==> src/logic/sfeac_pkg.sv <==
// Shared constants and types for the sampling filter and equalizer adaption control
package sfeac_pkg;

  // Register offsets
  localparam logic [7:0] ADDR_FILTER_CONTROL = 8'h40;
  localparam logic [7:0] ADDR_FILTER_LIMITS  = 8'h41;
  localparam logic [7:0] ADDR_EQ_CONTROL     = 8'h42;
  localparam logic [7:0] ADDR_EQ_THRESHOLD   = 8'h43;

  // sampling_filter_control fields
  localparam int FC_ALWAYS_BIT  = 7;
  localparam int FC_TIMING_BIT  = 1;
  localparam int FC_DYNAMIC_BIT = 0;
  localparam logic [7:0] FC_RESET = 8'h00;

  // sampling_filter_limits fields
  localparam int FL_UPPER_LSB = 4;
  localparam int FL_LOWER_LSB = 0;
  localparam logic [7:0] FL_RESET = 8'h86;

  // equalizer_control fields
  localparam int EC_RESERVED_BIT = 7;
  localparam int EC_ERRSEL_LSB   = 4;
  localparam int EC_ORDER_BIT    = 3;
  localparam int EC_TWOSTEP_BIT  = 2;
  localparam logic [7:0] EC_RESET   = 8'h74;
  localparam logic [7:0] EC_RW_MASK = 8'h7F;

  // equalizer_error_threshold
  localparam logic [7:0] THRESHOLD_RESET = 8'h01;

  // Filter setting range
  localparam logic [3:0] FILTER_MIDPOINT = 4'h7;
  localparam logic [3:0] FILTER_MAXIMUM  = 4'hE;

  // Link error strobes, one cycle each
  typedef struct packed {
    logic clockBit;
    logic controlSequence;
    logic parity;
  } sfeac_err_s;

  // Validation outcome of one equalizer trial
  typedef struct packed {
    logic pass;
    logic fail;
  } sfeac_verdict_s;

  typedef enum logic [1:0] {
    VAL_IDLE,
    VAL_WAIT,
    VAL_CHECK
  } sfeac_val_e;

endpackage

==> src/logic/sfeac_ctrl.sv <==
// Sampling filter and adaptive equalizer adaption control with its register set

// Functional notes
// - Timing bit 0: adapt filter after frequency lock; 1: after equalizer adaption done.
// - Dynamic filter delay adaption only while dynamic enable bit set; resets to 0.
// - Upper limit field bits 7:4, reset 0x8; settings 0 to 14, centre 7.
// - Lower limit field bits 3:0, reset 0x6; setting never goes below it unless the upper limit, capped at 14, is below it.
// - Same limits apply to equalizer-driven and dynamic filter adaption.
// - Error select field bits 6:4, reset 0x7; any bit enables error checking.
// - Select bit 2 clock-bit, bit 1 sequence, bit 0 parity errors.
// - Selected errors accumulate over half the relock period before threshold compare.
// - Count above threshold requests an equalizer step upward.
// - Two-step validation uses the selected errors to validate each trial setting.
// - Order bit 0 starts at largest clock delay; 1 starts at midpoint.
// - Equalizer control bit 7 is reserved, read-only, reads zero.
// - Always-on bit allows filter adaption anytime, overriding the timing bit.
// - Two-step: wait half period, check remaining half, fail at once on error.
module sfeac_ctrl #(
  parameter int RELOCK_CYCLES = 8192
) (
  // Clock and reset
  input  wire logic                  clock,
  input  wire logic                  rst,
  // Register access
  input  wire logic [7:0]            regAddr,
  input  wire logic                  regWrite,
  input  wire logic [7:0]            regWdata,
  input  wire logic                  regRead,
  output logic      [7:0]            regRdata,
  // Link status
  input  wire logic                  freqLock,
  input  wire logic                  eqAdaptDone,
  input  wire logic                  eqAdaptActive,
  input  wire sfeac_pkg::sfeac_err_s linkErr,
  // Filter adaption requests from the phase measurement
  input  wire logic                  filterIncrement,
  input  wire logic                  filterDecrement,
  // Equalizer sweep and trial control
  input  wire logic                  eqSweepStart,
  input  wire logic                  eqTrialStart,
  // Results
  output logic      [3:0]            filterSetting,
  output logic                       filterAdaptActive,
  output logic                       eqStepUp,
  output sfeac_pkg::sfeac_verdict_s  trialVerdict
);

  localparam int HALF_CYCLES = (RELOCK_CYCLES / 2 < 1) ? 1 : RELOCK_CYCLES / 2;
  localparam int CNT_W       = $clog2(HALF_CYCLES + 1);
  localparam logic [CNT_W-1:0] HALF_LAST = CNT_W'(HALF_CYCLES - 1);

  logic [7:0] filterControl;
  logic [7:0] filterLimits;
  logic [7:0] eqControl;
  logic [7:0] errThreshold;

  // Register decode
  wire wrFilterControl = regWrite && (regAddr == sfeac_pkg::ADDR_FILTER_CONTROL);
  wire wrFilterLimits  = regWrite && (regAddr == sfeac_pkg::ADDR_FILTER_LIMITS);
  wire wrEqControl     = regWrite && (regAddr == sfeac_pkg::ADDR_EQ_CONTROL);
  wire wrThreshold     = regWrite && (regAddr == sfeac_pkg::ADDR_EQ_THRESHOLD);

  always_ff @(posedge clock) begin
    if (rst) begin
      filterControl <= sfeac_pkg::FC_RESET;
      filterLimits  <= sfeac_pkg::FL_RESET;
      eqControl     <= sfeac_pkg::EC_RESET;
      errThreshold  <= sfeac_pkg::THRESHOLD_RESET;
    end else begin
      if (wrFilterControl) filterControl <= regWdata;
      if (wrFilterLimits)  filterLimits  <= regWdata;
      if (wrEqControl)     eqControl     <= regWdata & sfeac_pkg::EC_RW_MASK;
      if (wrThreshold)     errThreshold  <= regWdata;
    end
  end

  // Read path: unmapped offsets read as zero
  logic [7:0] readMux;
  always_comb begin
    case (regAddr)
      sfeac_pkg::ADDR_FILTER_CONTROL: readMux = filterControl;
      sfeac_pkg::ADDR_FILTER_LIMITS:  readMux = filterLimits;
      sfeac_pkg::ADDR_EQ_CONTROL:     readMux = eqControl;
      sfeac_pkg::ADDR_EQ_THRESHOLD:   readMux = errThreshold;
      default:                        readMux = 8'h00;
    endcase
  end

  always_ff @(posedge clock) begin
    if (rst) regRdata <= 8'h00;
    else if (regRead) regRdata <= readMux;
  end

  // Field views
  wire       adaptAlways  = filterControl[sfeac_pkg::FC_ALWAYS_BIT];
  wire       adaptTiming  = filterControl[sfeac_pkg::FC_TIMING_BIT];
  wire       dynamicEn    = filterControl[sfeac_pkg::FC_DYNAMIC_BIT];
  wire [3:0] upperLimit   = filterLimits[sfeac_pkg::FL_UPPER_LSB +: 4];
  wire [3:0] lowerLimit   = filterLimits[sfeac_pkg::FL_LOWER_LSB +: 4];
  wire [2:0] errSelect    = eqControl[sfeac_pkg::EC_ERRSEL_LSB +: 3];
  wire       midpointStart = eqControl[sfeac_pkg::EC_ORDER_BIT];
  wire       twoStepEn    = eqControl[sfeac_pkg::EC_TWOSTEP_BIT];

  // An upper limit above the legal range is treated as the top legal setting
  function automatic logic [3:0] clampSetting(input logic [3:0] value,
                                              input logic [3:0] lower,
                                              input logic [3:0] upper);
    logic [3:0] top;
    top = (upper > sfeac_pkg::FILTER_MAXIMUM) ? sfeac_pkg::FILTER_MAXIMUM : upper;
    if (value > top)        clampSetting = top;
    else if (value < lower) clampSetting = lower;
    else                    clampSetting = value;
  endfunction

  // Adaption gating
  wire adaptStartCond = adaptTiming ? eqAdaptDone : freqLock;
  wire adaptAllowed   = adaptAlways || adaptStartCond;
  wire dynamicGo      = dynamicEn && adaptAllowed;

  always_ff @(posedge clock) begin
    if (rst) filterAdaptActive <= 1'h0;
    else     filterAdaptActive <= dynamicGo;
  end

  // Sweep start point: largest clock delay is the upper limit
  wire [3:0] sweepOrigin = midpointStart ? sfeac_pkg::FILTER_MIDPOINT : upperLimit;
  wire [3:0] stepUp   = (filterSetting == 4'hF) ? filterSetting : filterSetting + 4'h1;
  wire [3:0] stepDown = (filterSetting == 4'h0) ? filterSetting : filterSetting - 4'h1;

  logic [3:0] next_filterSetting;
  always_comb begin
    next_filterSetting = filterSetting;
    if (eqSweepStart)
      next_filterSetting = sweepOrigin;
    else if (dynamicGo && filterIncrement && !filterDecrement)
      next_filterSetting = stepUp;
    else if (dynamicGo && filterDecrement && !filterIncrement)
      next_filterSetting = stepDown;
  end

  // Clamping also pulls the setting back in after limits are reprogrammed
  always_ff @(posedge clock) begin
    if (rst) filterSetting <= sfeac_pkg::FILTER_MIDPOINT;
    else     filterSetting <= clampSetting(next_filterSetting, lowerLimit, upperLimit);
  end

  // Selected error strobe
  wire errHit = (errSelect[2] && linkErr.clockBit)
             || (errSelect[1] && linkErr.controlSequence)
             || (errSelect[0] && linkErr.parity);
  wire errCheckOn = |errSelect;

  // Accumulation window of half the relock period
  logic [CNT_W-1:0] winCount;
  logic [7:0]       errCount;
  wire winRun  = eqAdaptActive && errCheckOn;
  wire winLast = winRun && (winCount == HALF_LAST);
  wire [7:0] errCountInc = (errCount == 8'hFF) ? errCount : errCount + 8'h01;

  always_ff @(posedge clock) begin
    if (rst || !winRun || winLast) winCount <= '0;
    else                           winCount <= winCount + CNT_W'(1);
  end

  // A hit in the last cycle starts the next window's count
  always_ff @(posedge clock) begin
    if (rst || !winRun)  errCount <= 8'h00;
    else if (winLast)    errCount <= errHit ? 8'h01 : 8'h00;
    else if (errHit)     errCount <= errCountInc;
  end

  // Final cycle's hit counts toward the compare
  wire [7:0] finalCount = errHit ? errCountInc : errCount;

  always_ff @(posedge clock) begin
    if (rst) eqStepUp <= 1'h0;
    else     eqStepUp <= winLast && (finalCount > errThreshold);
  end

  // Two-step trial validation
  sfeac_pkg::sfeac_val_e valState;
  logic [CNT_W-1:0]      valCount;
  wire valHalfDone = (valCount == HALF_LAST);
  wire valErr      = errCheckOn && errHit;

  always_ff @(posedge clock) begin
    if (rst) begin
      valState     <= sfeac_pkg::VAL_IDLE;
      valCount     <= '0;
      trialVerdict <= '0;
    end else begin
      trialVerdict <= '0;
      case (valState)
        sfeac_pkg::VAL_IDLE: begin
          valCount <= '0;
          if (eqTrialStart && twoStepEn) valState <= sfeac_pkg::VAL_WAIT;
        end
        sfeac_pkg::VAL_WAIT: begin
          valCount <= valHalfDone ? '0 : valCount + CNT_W'(1);
          if (valHalfDone) valState <= sfeac_pkg::VAL_CHECK;
        end
        sfeac_pkg::VAL_CHECK: begin
          valCount <= valCount + CNT_W'(1);
          if (valErr) begin
            trialVerdict.fail <= 1'h1;
            valState          <= sfeac_pkg::VAL_IDLE;
          end else if (valHalfDone) begin
            trialVerdict.pass <= 1'h1;
            valState          <= sfeac_pkg::VAL_IDLE;
          end
        end
        default: valState <= sfeac_pkg::VAL_IDLE;
      endcase
    end
  end

endmodule

==> config.mk <==
export PLATFORM = sky130hd
export DESIGN_NAME = sfeac_ctrl
export DESIGN_NICKNAME = d
export VERILOG_FILES = /design/src/logic/sfeac_pkg.sv /design/src/logic/sfeac_ctrl.sv
export SDC_FILE = /design/constraint.sdc
export NUM_CORES = 1
export LEC_CHECK = 0
export BUFFER_PORTS_ARGS = -buffer_cell sky130_fd_sc_hd__buf_2
export CAP_MARGIN = 20
export CORE_MARGIN = 2
export CORE_UTILIZATION = 55
export DETAILED_ROUTE_END_ITERATION = 10
export GPL_TIMING_DRIVEN = 0
export PLACE_DENSITY_LB_ADDON = 0.3
export SYNTH_ARGS = -nofsm -noshare
export SYNTH_HDL_FRONTEND = slang
export SYNTH_SLANG_ARGS = --single-unit
==> constraint.sdc <==
create_clock -name clock -period 4.1 [get_ports clock]
set_input_delay 0.41 -clock clock [delete_from_list [all_inputs] [get_ports clock]]
set_output_delay 0.41 -clock clock [all_outputs]
set_load 0.01 [all_outputs]
* Yosys cells after proc, flatten, opt, wreduce, memory -nomap -nowiden *
Index checks and enable logic that the tools add are counted.

storage, ports and cells
  register bits after elaboration = 83
  bits in latches = 0
  RAM bits = 0
  ROM bits = 0
  bits of input ports = 30
  output and inout bits = 16
  logic and storage cells = 93
  memories = 0

operators by class
  add/sub/neg operators = 5
  $mul = 0
  divide/modulo/power cells = 0
  $lt $le $gt $ge = 4
  eq/ne operators = 13
  shift-type cells = 0
  muxes and demuxes = 24
  bitwise logic cells = 1
  reduce and logical (&&, ||, !) cells = 32

operators with widths
  kind                                                               count
  13-bit one-hot mux with 3 select lines                             1
  4-bit 2-to-1 mux                                                   9
  8-bit by 7-bit == test with 1-bit output, second input constant    4
  8-bit one-hot mux with 4 select lines                              1
  13-bit by 1-bit adder with 13-bit output, second input constant    2
  13-bit by 12-bit == test with 1-bit output, second input constant  2
  8-bit 2-to-1 mux                                                   3
  1-bit logical AND                                                  17
  13-bit 2-to-1 mux                                                  1
  8-bit by 1-bit adder with 8-bit output, second input constant      1
  8-bit == test, second input constant                               1
  8-bit > comparator                                                 1
  2-bit 2-to-1 mux                                                   4
  2-bit one-hot mux with 3 select lines                              1
  3-bit OR reduction                                                 2
  1-bit logical OR                                                   5
  4-bit by 1-bit adder with 4-bit output, second input constant      1
  4-bit == test, second input constant                               1
  4-bit > comparator                                                 1
  4-bit > comparator, second input constant                          1
  4-bit zero test                                                    1
  4-bit < comparator                                                 1
  1-bit 2-to-1 mux                                                   4
  2-bit != test, second input constant                               2
  10 further kinds                                                   12

* Longest topological paths before layout *
Gate-level depths: netlist of run 1.

  depth after elaboration = 11
  gate-level depth with buffers = 14

* Least setup slack after synthesis of run 1 *
No wires, ideal clock.

  kind = flip-flop to flip-flop
  from = register filterSetting[0]
  to = register filterSetting[2]
  setup time = 91 ps
  data arrival time = 3062 ps
  data required time = 4009 ps
  path slack = 947 ps
  stages on the path, launching flop included = 15
  path buffers = 0
  period minus slack after synthesis = 3153 ps
  cells stage by stage = dfxtp_1 -> inv_1 -> ha_1 -> nor3b_1 -> or2_2 -> o21ai_0 -> a21oi_1 -> o31ai_1 -> ha_1 -> or2_2 -> a31oi_1 -> o21bai_1 -> nor3b_2 -> nor4b_1 -> a311oi_1

on the way
  word-level cells in the longest chain between the ends = 8
  elaborated cells between the ends (all ways) = 13

ends and longest elaborated chain
  element                                                                                line               RTL
  from (decl)                                                                            sfeac_ctrl.sv:42   output logic [3:0] filterSetting,
  from (signal assigned)                                                                 sfeac_ctrl.sv:143  if (rst) filterSetting <= sfeac_pkg::FILTER_MIDPOINT;
  from (signal assigned)                                                                 sfeac_ctrl.sv:144  else filterSetting <= clampSetting(next_filterSetting, lowerLimit, upperLimit);
  4-bit by 1-bit subtractor with 4-bit output / 4-bit zero test (equally long branches)  sfeac_ctrl.sv:128  wire [3:0] stepDown = (filterSetting == 4'h0) ? filterSetting : filterSetting - 4'h1;
  4-bit 2-to-1 mux                                                                       sfeac_ctrl.sv:128
  4-bit 2-to-1 mux                                                                       sfeac_ctrl.sv:137  else if (dynamicGo && filterDecrement && !filterIncrement)
  4-bit 2-to-1 mux (*)                                                                   sfeac_ctrl.sv:135  else if (dynamicGo && filterIncrement && !filterDecrement)
  4-bit 2-to-1 mux (*)                                                                   sfeac_ctrl.sv:133  if (eqSweepStart)
  4-bit < comparator                                                                     sfeac_ctrl.sv:111  else if (value < lower) clampSetting = lower;
  4-bit 2-to-1 mux                                                                       sfeac_ctrl.sv:111
  4-bit 2-to-1 mux (*)                                                                   sfeac_ctrl.sv:110  if (value > top) clampSetting = top;

Mark *: on every way between the ends. The rest lies on a longest branch, timed or not.
A chain may end at the register's enable or synchronous reset.

* Worst setup path in the final report of run 1 *
Same ends and word-level chain as after synthesis.

==> summary.txt, run 1 <==
Die
  – Die H: approximately 94 um
  – Num rows: 32
  – I/O pin cnt: 46
  – Starting Density: a little under three fifths
  – Core Area: roughly 7800 um2
  – Die area: about 8800 um2
  – Die Width: ~94 um

Worst setup path
  – Setup slack on the worst flop-to-flop path: 0.47 ns
  – Crit Reg-Reg Endpoint: filterSetting[2]
  – Arrival time at the worst endpoint: 3.89 ns
  – Worst setup EP type: register
  – CP bufs+invs: 1
  – CP Max Fanout: 9
  – WP data required: between 4 and 5 ns
  – Crit path largest cell delay: 0.50 ns
  – R2R cell count: 14
  – Slowest cell on the critical path: dfxtp_1
  – Critical Path Source Type: register
  – Cell family with most CP delay: compound AO/OA/AOI/OAI gates
  – RR Startpoint: filterSetting[0]
  – Worst-path cell chain: inv_1, ha_1, nor3b_1, or2_2, o21ai_0, a21oi_1, o31ai_1, ha_1, or2_2, a31oi_1, o21bai_1, nor3b_2, nor4b_1, a311oi_1
  – Kind of critical path: register to register

CTS
  – Clock Sinks: 83
  – Worst skew pair latency: 0.36 ns
  – Clock Tree Root: clkbuf_8
  – Reg clk slew, reported paths: ~0.08 ns
  – Deepest clock path buffer count: 2
  – Post_cts resized: 0
  – Htree depth: 3
  – CTS tree: built
  – Cts bufs inserted: 9
  – Post-CTS Hold Fix Bufs: 0
  – Post-CTS Setup Repair Bufs: 0

Pwr
  – Comb power frac: approximately 15%
  – Clk pwr share: 38.8%
  – Internal Power: between 1 and 1.5 mW
  – Flop pwr share: a little under half
  – Maximum vdd drop: between 0.2 and 0.3 mV
  – LEAKAGE: 2.15 nW
  – NetSw: 491 uW
  – Switch share: 26.6%
  – Total Power: approximately 1.8 mW
  – PD cells: 367 nW/um2

Cells and area
  – Share of post-route cells with drive strength above 1: between 10% and 20%
  – Antenna cells: 0
  – Fin nets: roughly 610
  – Finished Core Util: between 60 and 70%
  – P&R area growth vs syn: 13.3%
  – Number of fill cells: approximately 670
  – Finished Layout Cells: 660

STA
  – RSZ-0062 raised after global routing: no
  – Clk_skew: ~0.0090 ns
  – Period utilization: roughly nine tenths
  – Slew Viols, Final: 0
  – Setup_tns: 0 ns
  – Max Fclk: 275 MHz
  – Slew margin rel.: between 10% and 20%
  – Tmin final: 3.63 ns
  – Worst-margin pin slew: ~1.3 ns
  – Final Hold Vio Count: 0
  – Final setup vio count: 0

Logic synthesis
  – Post-synth EDFFs: 0
  – #FFs+latches synth: 83
  – Register area share after synthesis: between 30 and 40%
  – Syn Area/Cell: 8.90 um2
  – Cells after Synth: around 500
  – Post-synth cell types: 69
  – Syn Std Cell Area: around 4400 um2
  – Number of synthesis warnings: 0
  – Main synth FF type: dfxtp_1
  – Async set-reset flop share out of synthesis: 0%
  – Post-Syn Nets: between 500 and 600

Global routing
  – Largest net degree at the start of global routing: 15
  – Vias in the first global route: roughly 3700
  – Antenna violations before repair: 0
  – Overflow after GRT: 0
  – Aggregate global-route resource usage: about 24%
  – Global-route wire length before repair: between 15 and 20 mm

Placement
  – HPWL Detailed: approximately 7.4 mm
  – Routability Congestion: 0.850
  – Placed Cells incl. Taps: about 640
  – Port Buffers: 44

Detailed routing
  – Post-DRT Antenna Nets: 0
  – Via-per-instance ratio: approximately 5.7
  – WL/cell: 15.2 um
  – First-pass iteration count of the detailed router: 4
  – Via count: roughly 3700
  – # DRC: 0
  – DRT iter0 DRCs: about 140
  – Final wirelength: about 10 mm

Worst hold path
  – Hold Path Stages: 3
  – Min-delay src: regWdata[7]
  – Worst Hold Class: input pin to register
  – Hold worst-path end: filterLimits[7]

Job
  – Max-Cap Viols: 0

Run status
  – Status: complete, no violations
## per-layer routing
metal  wire (um)  up-vias  GRT usage [%]
li1            -     1870              -
met1        4440     1772           29.1
met2        4960       86           41.4
met3         484       14           5.54
met4         129        0           10.0
met5           0        -              0
## placed cells by master (no fill, tap or decap), drive strengths merged, types with 6 or more instances in the layout
cell type,Yosys,routed
a21o,6,6
a21oi,30,30
and3,17,17
buf,8,52
clkbuf,11,21
dfxtp,83,83
ha,25,25
inv,20,21
mux2i,27,27
mux4,7,7
nand2,51,51
nand3,14,14
nand4,8,8
nor2,65,65
nor2b,13,13
nor3,8,8
o21a,8,8
o21ai,13,13
xnor2,8,8
xor2,18,18
## synth_stat cells, types with 4 or more instances
master     n  share of area, %
a21o_1     5              0.85
a21oi_1   30               3.4
a31oi_1    4              0.56
and3_1    15               2.1
clkbuf_1  11              0.93
dfxtp_1   83                37
ha_1      25               7.1
inv_1     20               1.7
mux2i_1   27               6.1
mux4_2     6               3.0
nand2_1   49               4.1
nand2b_1   5              0.71
nand3_1   14               1.6
nand4_1    8               1.1
nor2_1    63               5.3
nor2b_1   13               1.8
nor3_1     7              0.79
o21a_1     8               1.4
o21ai_0   12               1.4
o31ai_1    4              0.68
xnor2_1    8               1.6
xor2_1    17               3.4
## registers in the layout (all words and copies together), names as in the netlist
| name | cells |
|---|---|
| valCount | 13 |
| winCount | 13 |
| errCount | 8 |
| errThreshold | 8 |
| filterControl | 8 |
| filterLimits | 8 |
| regRdata | 8 |
| eqControl | 7 |
| filterSetting | 4 |
| trialVerdict | 2 |
| valState | 2 |
| eqStepUp | 1 |
| filterAdaptActive | 1 |
## worst max-delay path by stage
stage | startpoint | depth (start not counted) | end
2_1_floorplan | filterSetting[0] | 14 | filterSetting[2]
3_3_place_gp | filterSetting[0] | 14 | filterSetting[2]
3_5_place_dp | filterSetting[0] | 14 | filterSetting[2]
4_1_cts | filterSetting[0] | 14 | filterSetting[2]
5_1_grt | filterSetting[0] | 14 | filterSetting[2]
6_report | filterSetting[0] | 14 | filterSetting[2]
## worst min-delay path, cell delays in order
cell,delay [ns]
buf_2,0.12
mux2i_1,0.07
nand2_1,0.05
## metrics by stage
step | hold slack, ns | setup WS (ns) | area, um2
finish | 0.326 | 0.467 | 5020
floorplan | 0.428 | 0.947 | 4430
detailed placement | 0.444 | 0.496 | 4780
CTS | 0.313 | 0.464 | 5020
global route | 0.322 | 0.185 | 5020
global placement | 0.436 | 0.565 | 4780
## power groups by stage
stage | registers [mW] | logic [mW] | clock network, mW
after detailed placement | 0.867 | 0.278 | 0
final | 0.848 | 0.280 | 0.716
after CTS | 0.847 | 0.280 | 0.724
after global routing | 0.852 | 0.316 | 0.760
after floorplan | 0.865 | 0.197 | 0
after global placement | 0.865 | 0.265 | 0
## cells by family (layout without fill, tap and decap cells)
logic type / count (synthesis) / after routing / share of synthesized area, %
flops: 83 / 83 / 37.5
mux: 35 / 35 / 9.99
compound gates: 85 / 85 / 12.8
fa+ha+maj: 25 / 25 / 7.05
simple gates: 205 / 205 / 23.7
buf+inv: 39 / 99 / 3.72
xor+xnor: 26 / 26 / 5.30
## layout make-up
| cell class | instances | area [um2] | area share, % |
|---|---|---|---|
| clock buffers | 10 | 128 | 2.54 |
| well taps | 102 | 128 | 2.54 |
| multi-input cells | 376 | 2610 | 51.9 |
| clock inverters | 6 | 113 | 2.24 |
| flip-flops and latches | 83 | 1660 | 33.1 |
| plain buffers | 19 | 90.1 | 1.79 |
| repair buffers | 44 | 220 | 4.38 |
| inverters | 20 | 75.1 | 1.49 |
No activity file was read; power rests on OpenSTA's default activity.
==> run 2, diff against run 1 <==
Settings changed: ABC_AREA from default to 1, BUFFER_PORTS_ARGS -buffer_cell sky130_fd_sc_hd__buf_2 to default, DONT_BUFFER_PORTS from default to 1, SKIP_CTS_REPAIR_TIMING from default to 1.
==> run 2 against run 1 <==
Effect of this change: sequential cell count is the same; critical path depth grew 3; sequential share of layout area grew 1.7 points; fmax grew 28%; synthesized cell count grew 21%; cell count grew 9.4%.
==> summary.txt, run 2 <==
Detailed routing
  – WL/cell: 13.7 um (was 15.2 um)
  – DRT iter0 DRCs: 133 (was 136)
  – First-pass iteration count of the detailed router: 4 (unchanged)
  – Final wirelength: 9.92 mm (was 10.0 mm)
  – Post-DRT Antenna Nets: 0 (unchanged)
  – Via-per-instance ratio: 5.53 (was 5.67)
  – # DRC: 0 (unchanged)
  – Via count: 3990 (was 3742)

Job
  – Max-Cap Viols: 0 (unchanged)

Worst setup path
  – CP Max Fanout: 6 (was 9)
  – Slowest cell on the critical path: dfxtp_1 (unchanged)
  – Worst setup EP type: register (unchanged)
  – Critical Path Source Type: register (unchanged)
  – Crit-path most repeated cell: inv_1
  – CP bufs+invs: 4 (was 1)
  – Kind of critical path: register to register (unchanged)
  – Crit path largest cell delay: 0.40 ns (was 0.50 ns)
  – WP data required: 4.34 ns (was 4.35 ns)
  – Arrival time at the worst endpoint: 3.09 ns (was 3.89 ns)
  – Cell family with most CP delay: simple AND/OR/NAND/NOR gates (was compound AO/OA/AOI/OAI gates)
  – Worst-path cell chain: nand2_1, nor3_1, inv_1, nor2_1, nand2_1, nand2_1, inv_1, or2_2, o21ai_0, inv_1, ha_1, inv_1, nor2_1, nor2_1, o21ai_0, nand4_1, a2111oi_2 (was inv_1, ha_1, nor3b_1, or2_2, o21ai_0, a21oi_1, o31ai_1, ha_1, or2_2, a31oi_1, o21bai_1, nor3b_2, nor4b_1, a311oi_1)

Worst hold path
  – Worst Hold Class: input pin to register (unchanged)

Die
  – Die H: 93.9 um (was 93.8 um)
  – I/O pin cnt: 46 (unchanged)
  – Die Width: 93.9 um (was 93.8 um)
  – Die area: 8810 um2 (was 8800 um2)
  – Core Area: 7770 um2 (unchanged)
  – Num rows: 32 (unchanged)
  – Starting Density: 57.2% (was 57.1%)

Logic synthesis
  – Main synth FF type: dfxtp_1 (unchanged)
  – Ranking of synthesized cells by area: dfxtp_1 (37%), nand2_1 (8.0%), inv_1 (7.9%), o21ai_0 (7.7%), a21oi_1 (7.2%) (was dfxtp_1 (37%), ha_1 (7.1%), mux2i_1 (6.1%), nor2_1 (5.3%), nand2_1 (4.1%))
  – Top-area cell type share of the netlist area: 37.4% (was 37.5%)
  – Commonest cells in the netlist: nand2_1 (95), inv_1 (94), dfxtp_1 (83), o21ai_0 (68), a21oi_1 (64) (was dfxtp_1 (83), nor2_1 (63), nand2_1 (49), a21oi_1 (30), mux2i_1 (27))
  – Async set-reset flop share out of synthesis: 0% (unchanged)
  – Number of synthesis warnings: 0 (unchanged)
  – Syn Std Cell Area: 4440 um2 (was 4430 um2)
  – Post-synth cell types: 44 (was 69)
  – Cell taking the most area after synthesis: dfxtp_1 (unchanged)
  – Post-Syn Nets: 659 (was 553)
  – Syn Area/Cell: 7.36 um2 (was 8.90 um2)
  – Cells after Synth: 604 (was 498)
  – Most numerous cell in the Yosys netlist: nand2_1 (was dfxtp_1)
  – Register area share after synthesis: 37.4% (was 37.5%)
  – #FFs+latches synth: 83 (unchanged)
  – Post-synth EDFFs: 0 (unchanged)

CTS
  – Clock Tree Root: clkbuf_8 (unchanged)
  – Cts bufs inserted: 9 (unchanged)
  – CTS tree: built (unchanged)
  – Clock Sinks: 83 (unchanged)
  – Htree depth: 3 (unchanged)
  – Reg clk slew, reported paths: 0.09 ns (was 0.08 ns)
  – Deepest clock path buffer count: 2 (unchanged)
  – Worst skew pair latency: 0.35 ns (was 0.36 ns)

STA
  – Final Hold Vio Count: 0 (unchanged)
  – Slew Viols, Final: 0 (unchanged)
  – Clk_skew: 0.00965 ns (was 0.00903 ns)
  – Worst-margin pin slew: 0.578 ns (was 1.28 ns)
  – RSZ-0062 raised after global routing: no (unchanged)
  – Slew margin rel.: 61.3% (was 14.5%)
  – Final setup vio count: 0 (unchanged)
  – Tmin final: 2.85 ns (was 3.63 ns)
  – Period utilization: 69.5% (was 88.6%)
  – Max Fclk: 351 MHz (was 275 MHz)
  – Setup_tns: 0 ns (unchanged)
  – Worst hold margin: 0.183 ns (was 0.326 ns)

Pwr
  – Total Power: 1.79 mW (was 1.84 mW)
  – PD cells: 376 nW/um2 (was 367 nW/um2)
  – LEAKAGE: 1.97 nW (was 2.15 nW)
  – Maximum vdd drop: 0.331 mV (was 0.265 mV)

Global routing
  – Vias in the first global route: 3636 (was 3650)
  – Antenna violations before repair: 0 (unchanged)
  – Global-route wire length before repair: 16.3 mm (was 16.8 mm)
  – Overflow after GRT: 0 (unchanged)
  – Aggregate global-route resource usage: 23.2% (was 24.2%)
  – Largest net degree at the start of global routing: 16 (was 15)

Run status
  – Status: complete, no violations (unchanged)

Placement
  – HPWL Detailed: 7.59 mm (was 7.43 mm)
  – Port Buffers: 0 (was 44)
  – Routability Congestion: 0.835 (was 0.850)

Cells and area
  – Commonest non-fill, non-tap cell in the layout: nand2_1 (was dfxtp_1)
  – Fin nets: 670 (was 608)
  – Antenna cells: 0 (unchanged)
  – Finished Core Util: 61.5% (was 64.7%)
  – Largest regs: valCount (13), winCount (13) (unchanged)
  – Most frequent cells in the layout: nand2_1 (95), inv_1 (94), dfxtp_1 (83) (was dfxtp_1 (83), nor2_1 (63), nand2_1 (49))
  – Share of post-route cells with drive strength above 1: 8.71% (was 16.3%)
  – P&R area growth vs syn: 7.58% (was 13.3%)
-- run 2: cell types whose count changed after synthesis, moves of 7 or more --
cell | previous run | this run
inv_1 | 20 | 94
o21ai_0 | 12 | 68
nand2_1 | 49 | 95
a21oi_1 | 30 | 64
mux2i_1 | 27 | 0
nor2_1 | 63 | 42
and3_1 | 15 | 0
nor2b_1 | 13 | 0
nand3_1 | 14 | 25
o21a_1 | 8 | 0
xnor2_1 | 8 | 1
-- run 2: worst reg2reg max path, cell delays in order, from the launching register on --
cell       delay (ns)
dfxtp_1          0.40
nand2_1          0.09
nor3_1           0.13
inv_1            0.09
nor2_1           0.12
nand2_1          0.06
nand2_1          0.16
inv_1            0.08
or2_2            0.27
o21ai_0          0.15
inv_1            0.09
ha_1             0.29
inv_1            0.05
nor2_1           0.10
nor2_1           0.05
o21ai_0          0.15
nand4_1          0.12
a2111oi_2        0.34
-- run 2: path summary, 6_finish.rpt --
check,start,endpoint,slack [ns],depth (start not counted)
worst max-delay path,errCount[3],eqStepUp,1.25,17
worst min-delay path,regWdata[1],filterLimits[1],0.18,2
worst max register to register,errCount[3],eqStepUp,1.25,17
worst min register to register,winCount[0],winCount[0],0.44,1
-- run 2: logic make-up after synthesis --
kind of cell,synth area share [%]
AO/OA/AOI/OAI,20.0
XOR/XNOR,2.56
adder cells (fa/ha/maj),7.04
buffers and inverters,9.77
flip-flops,37.4
AND/OR/NAND/NOR,23.3
-- run 2: final cells by class --
| type | instances | area, um2 |
|---|---|---|
| Sequential cell | 83 | 1660 |
| Inverter | 100 | 375 |
| Buffer | 12 | 58.8 |
| Fill cell | 724 | 2990 |
| Tap cell | 102 | 128 |
| Clock inverter | 6 | 71.3 |
| Clock buffer | 10 | 138 |
| Multi-Input combinational cell | 409 | 2350 |
-- run 2: power breakdown --
group | switching [mW] | total (mW) | leakage (nW) | internal, mW
Sequential | 0.0250 | 0.854 | 0.671 | 0.829
Clock | 0.319 | 0.623 | 0.0995 | 0.304
Combinational | 0.213 | 0.319 | 1.20 | 0.105
Total | 0.557 | 1.79 | 1.97 | 1.24
-- run 2: stage by stage --
step / instances / instance area (um2) / worst slack [ns]
after floorplan: 604 / 4440 / 1.69
after global placement: 706 / 4570 / 1.33
after detailed placement: 706 / 4570 / 1.26
after CTS: 722 / 4780 / 1.22
after global routing: 722 / 4780 / 0.920
final: 722 / 4780 / 1.25
-- run 2: per-layer routing --
metal	share of wire [%]	track usage (%)
met3	5.9	5.30
met5	0	0
met1	46	29.5
met2	48	40.4
met4	0.75	4.47
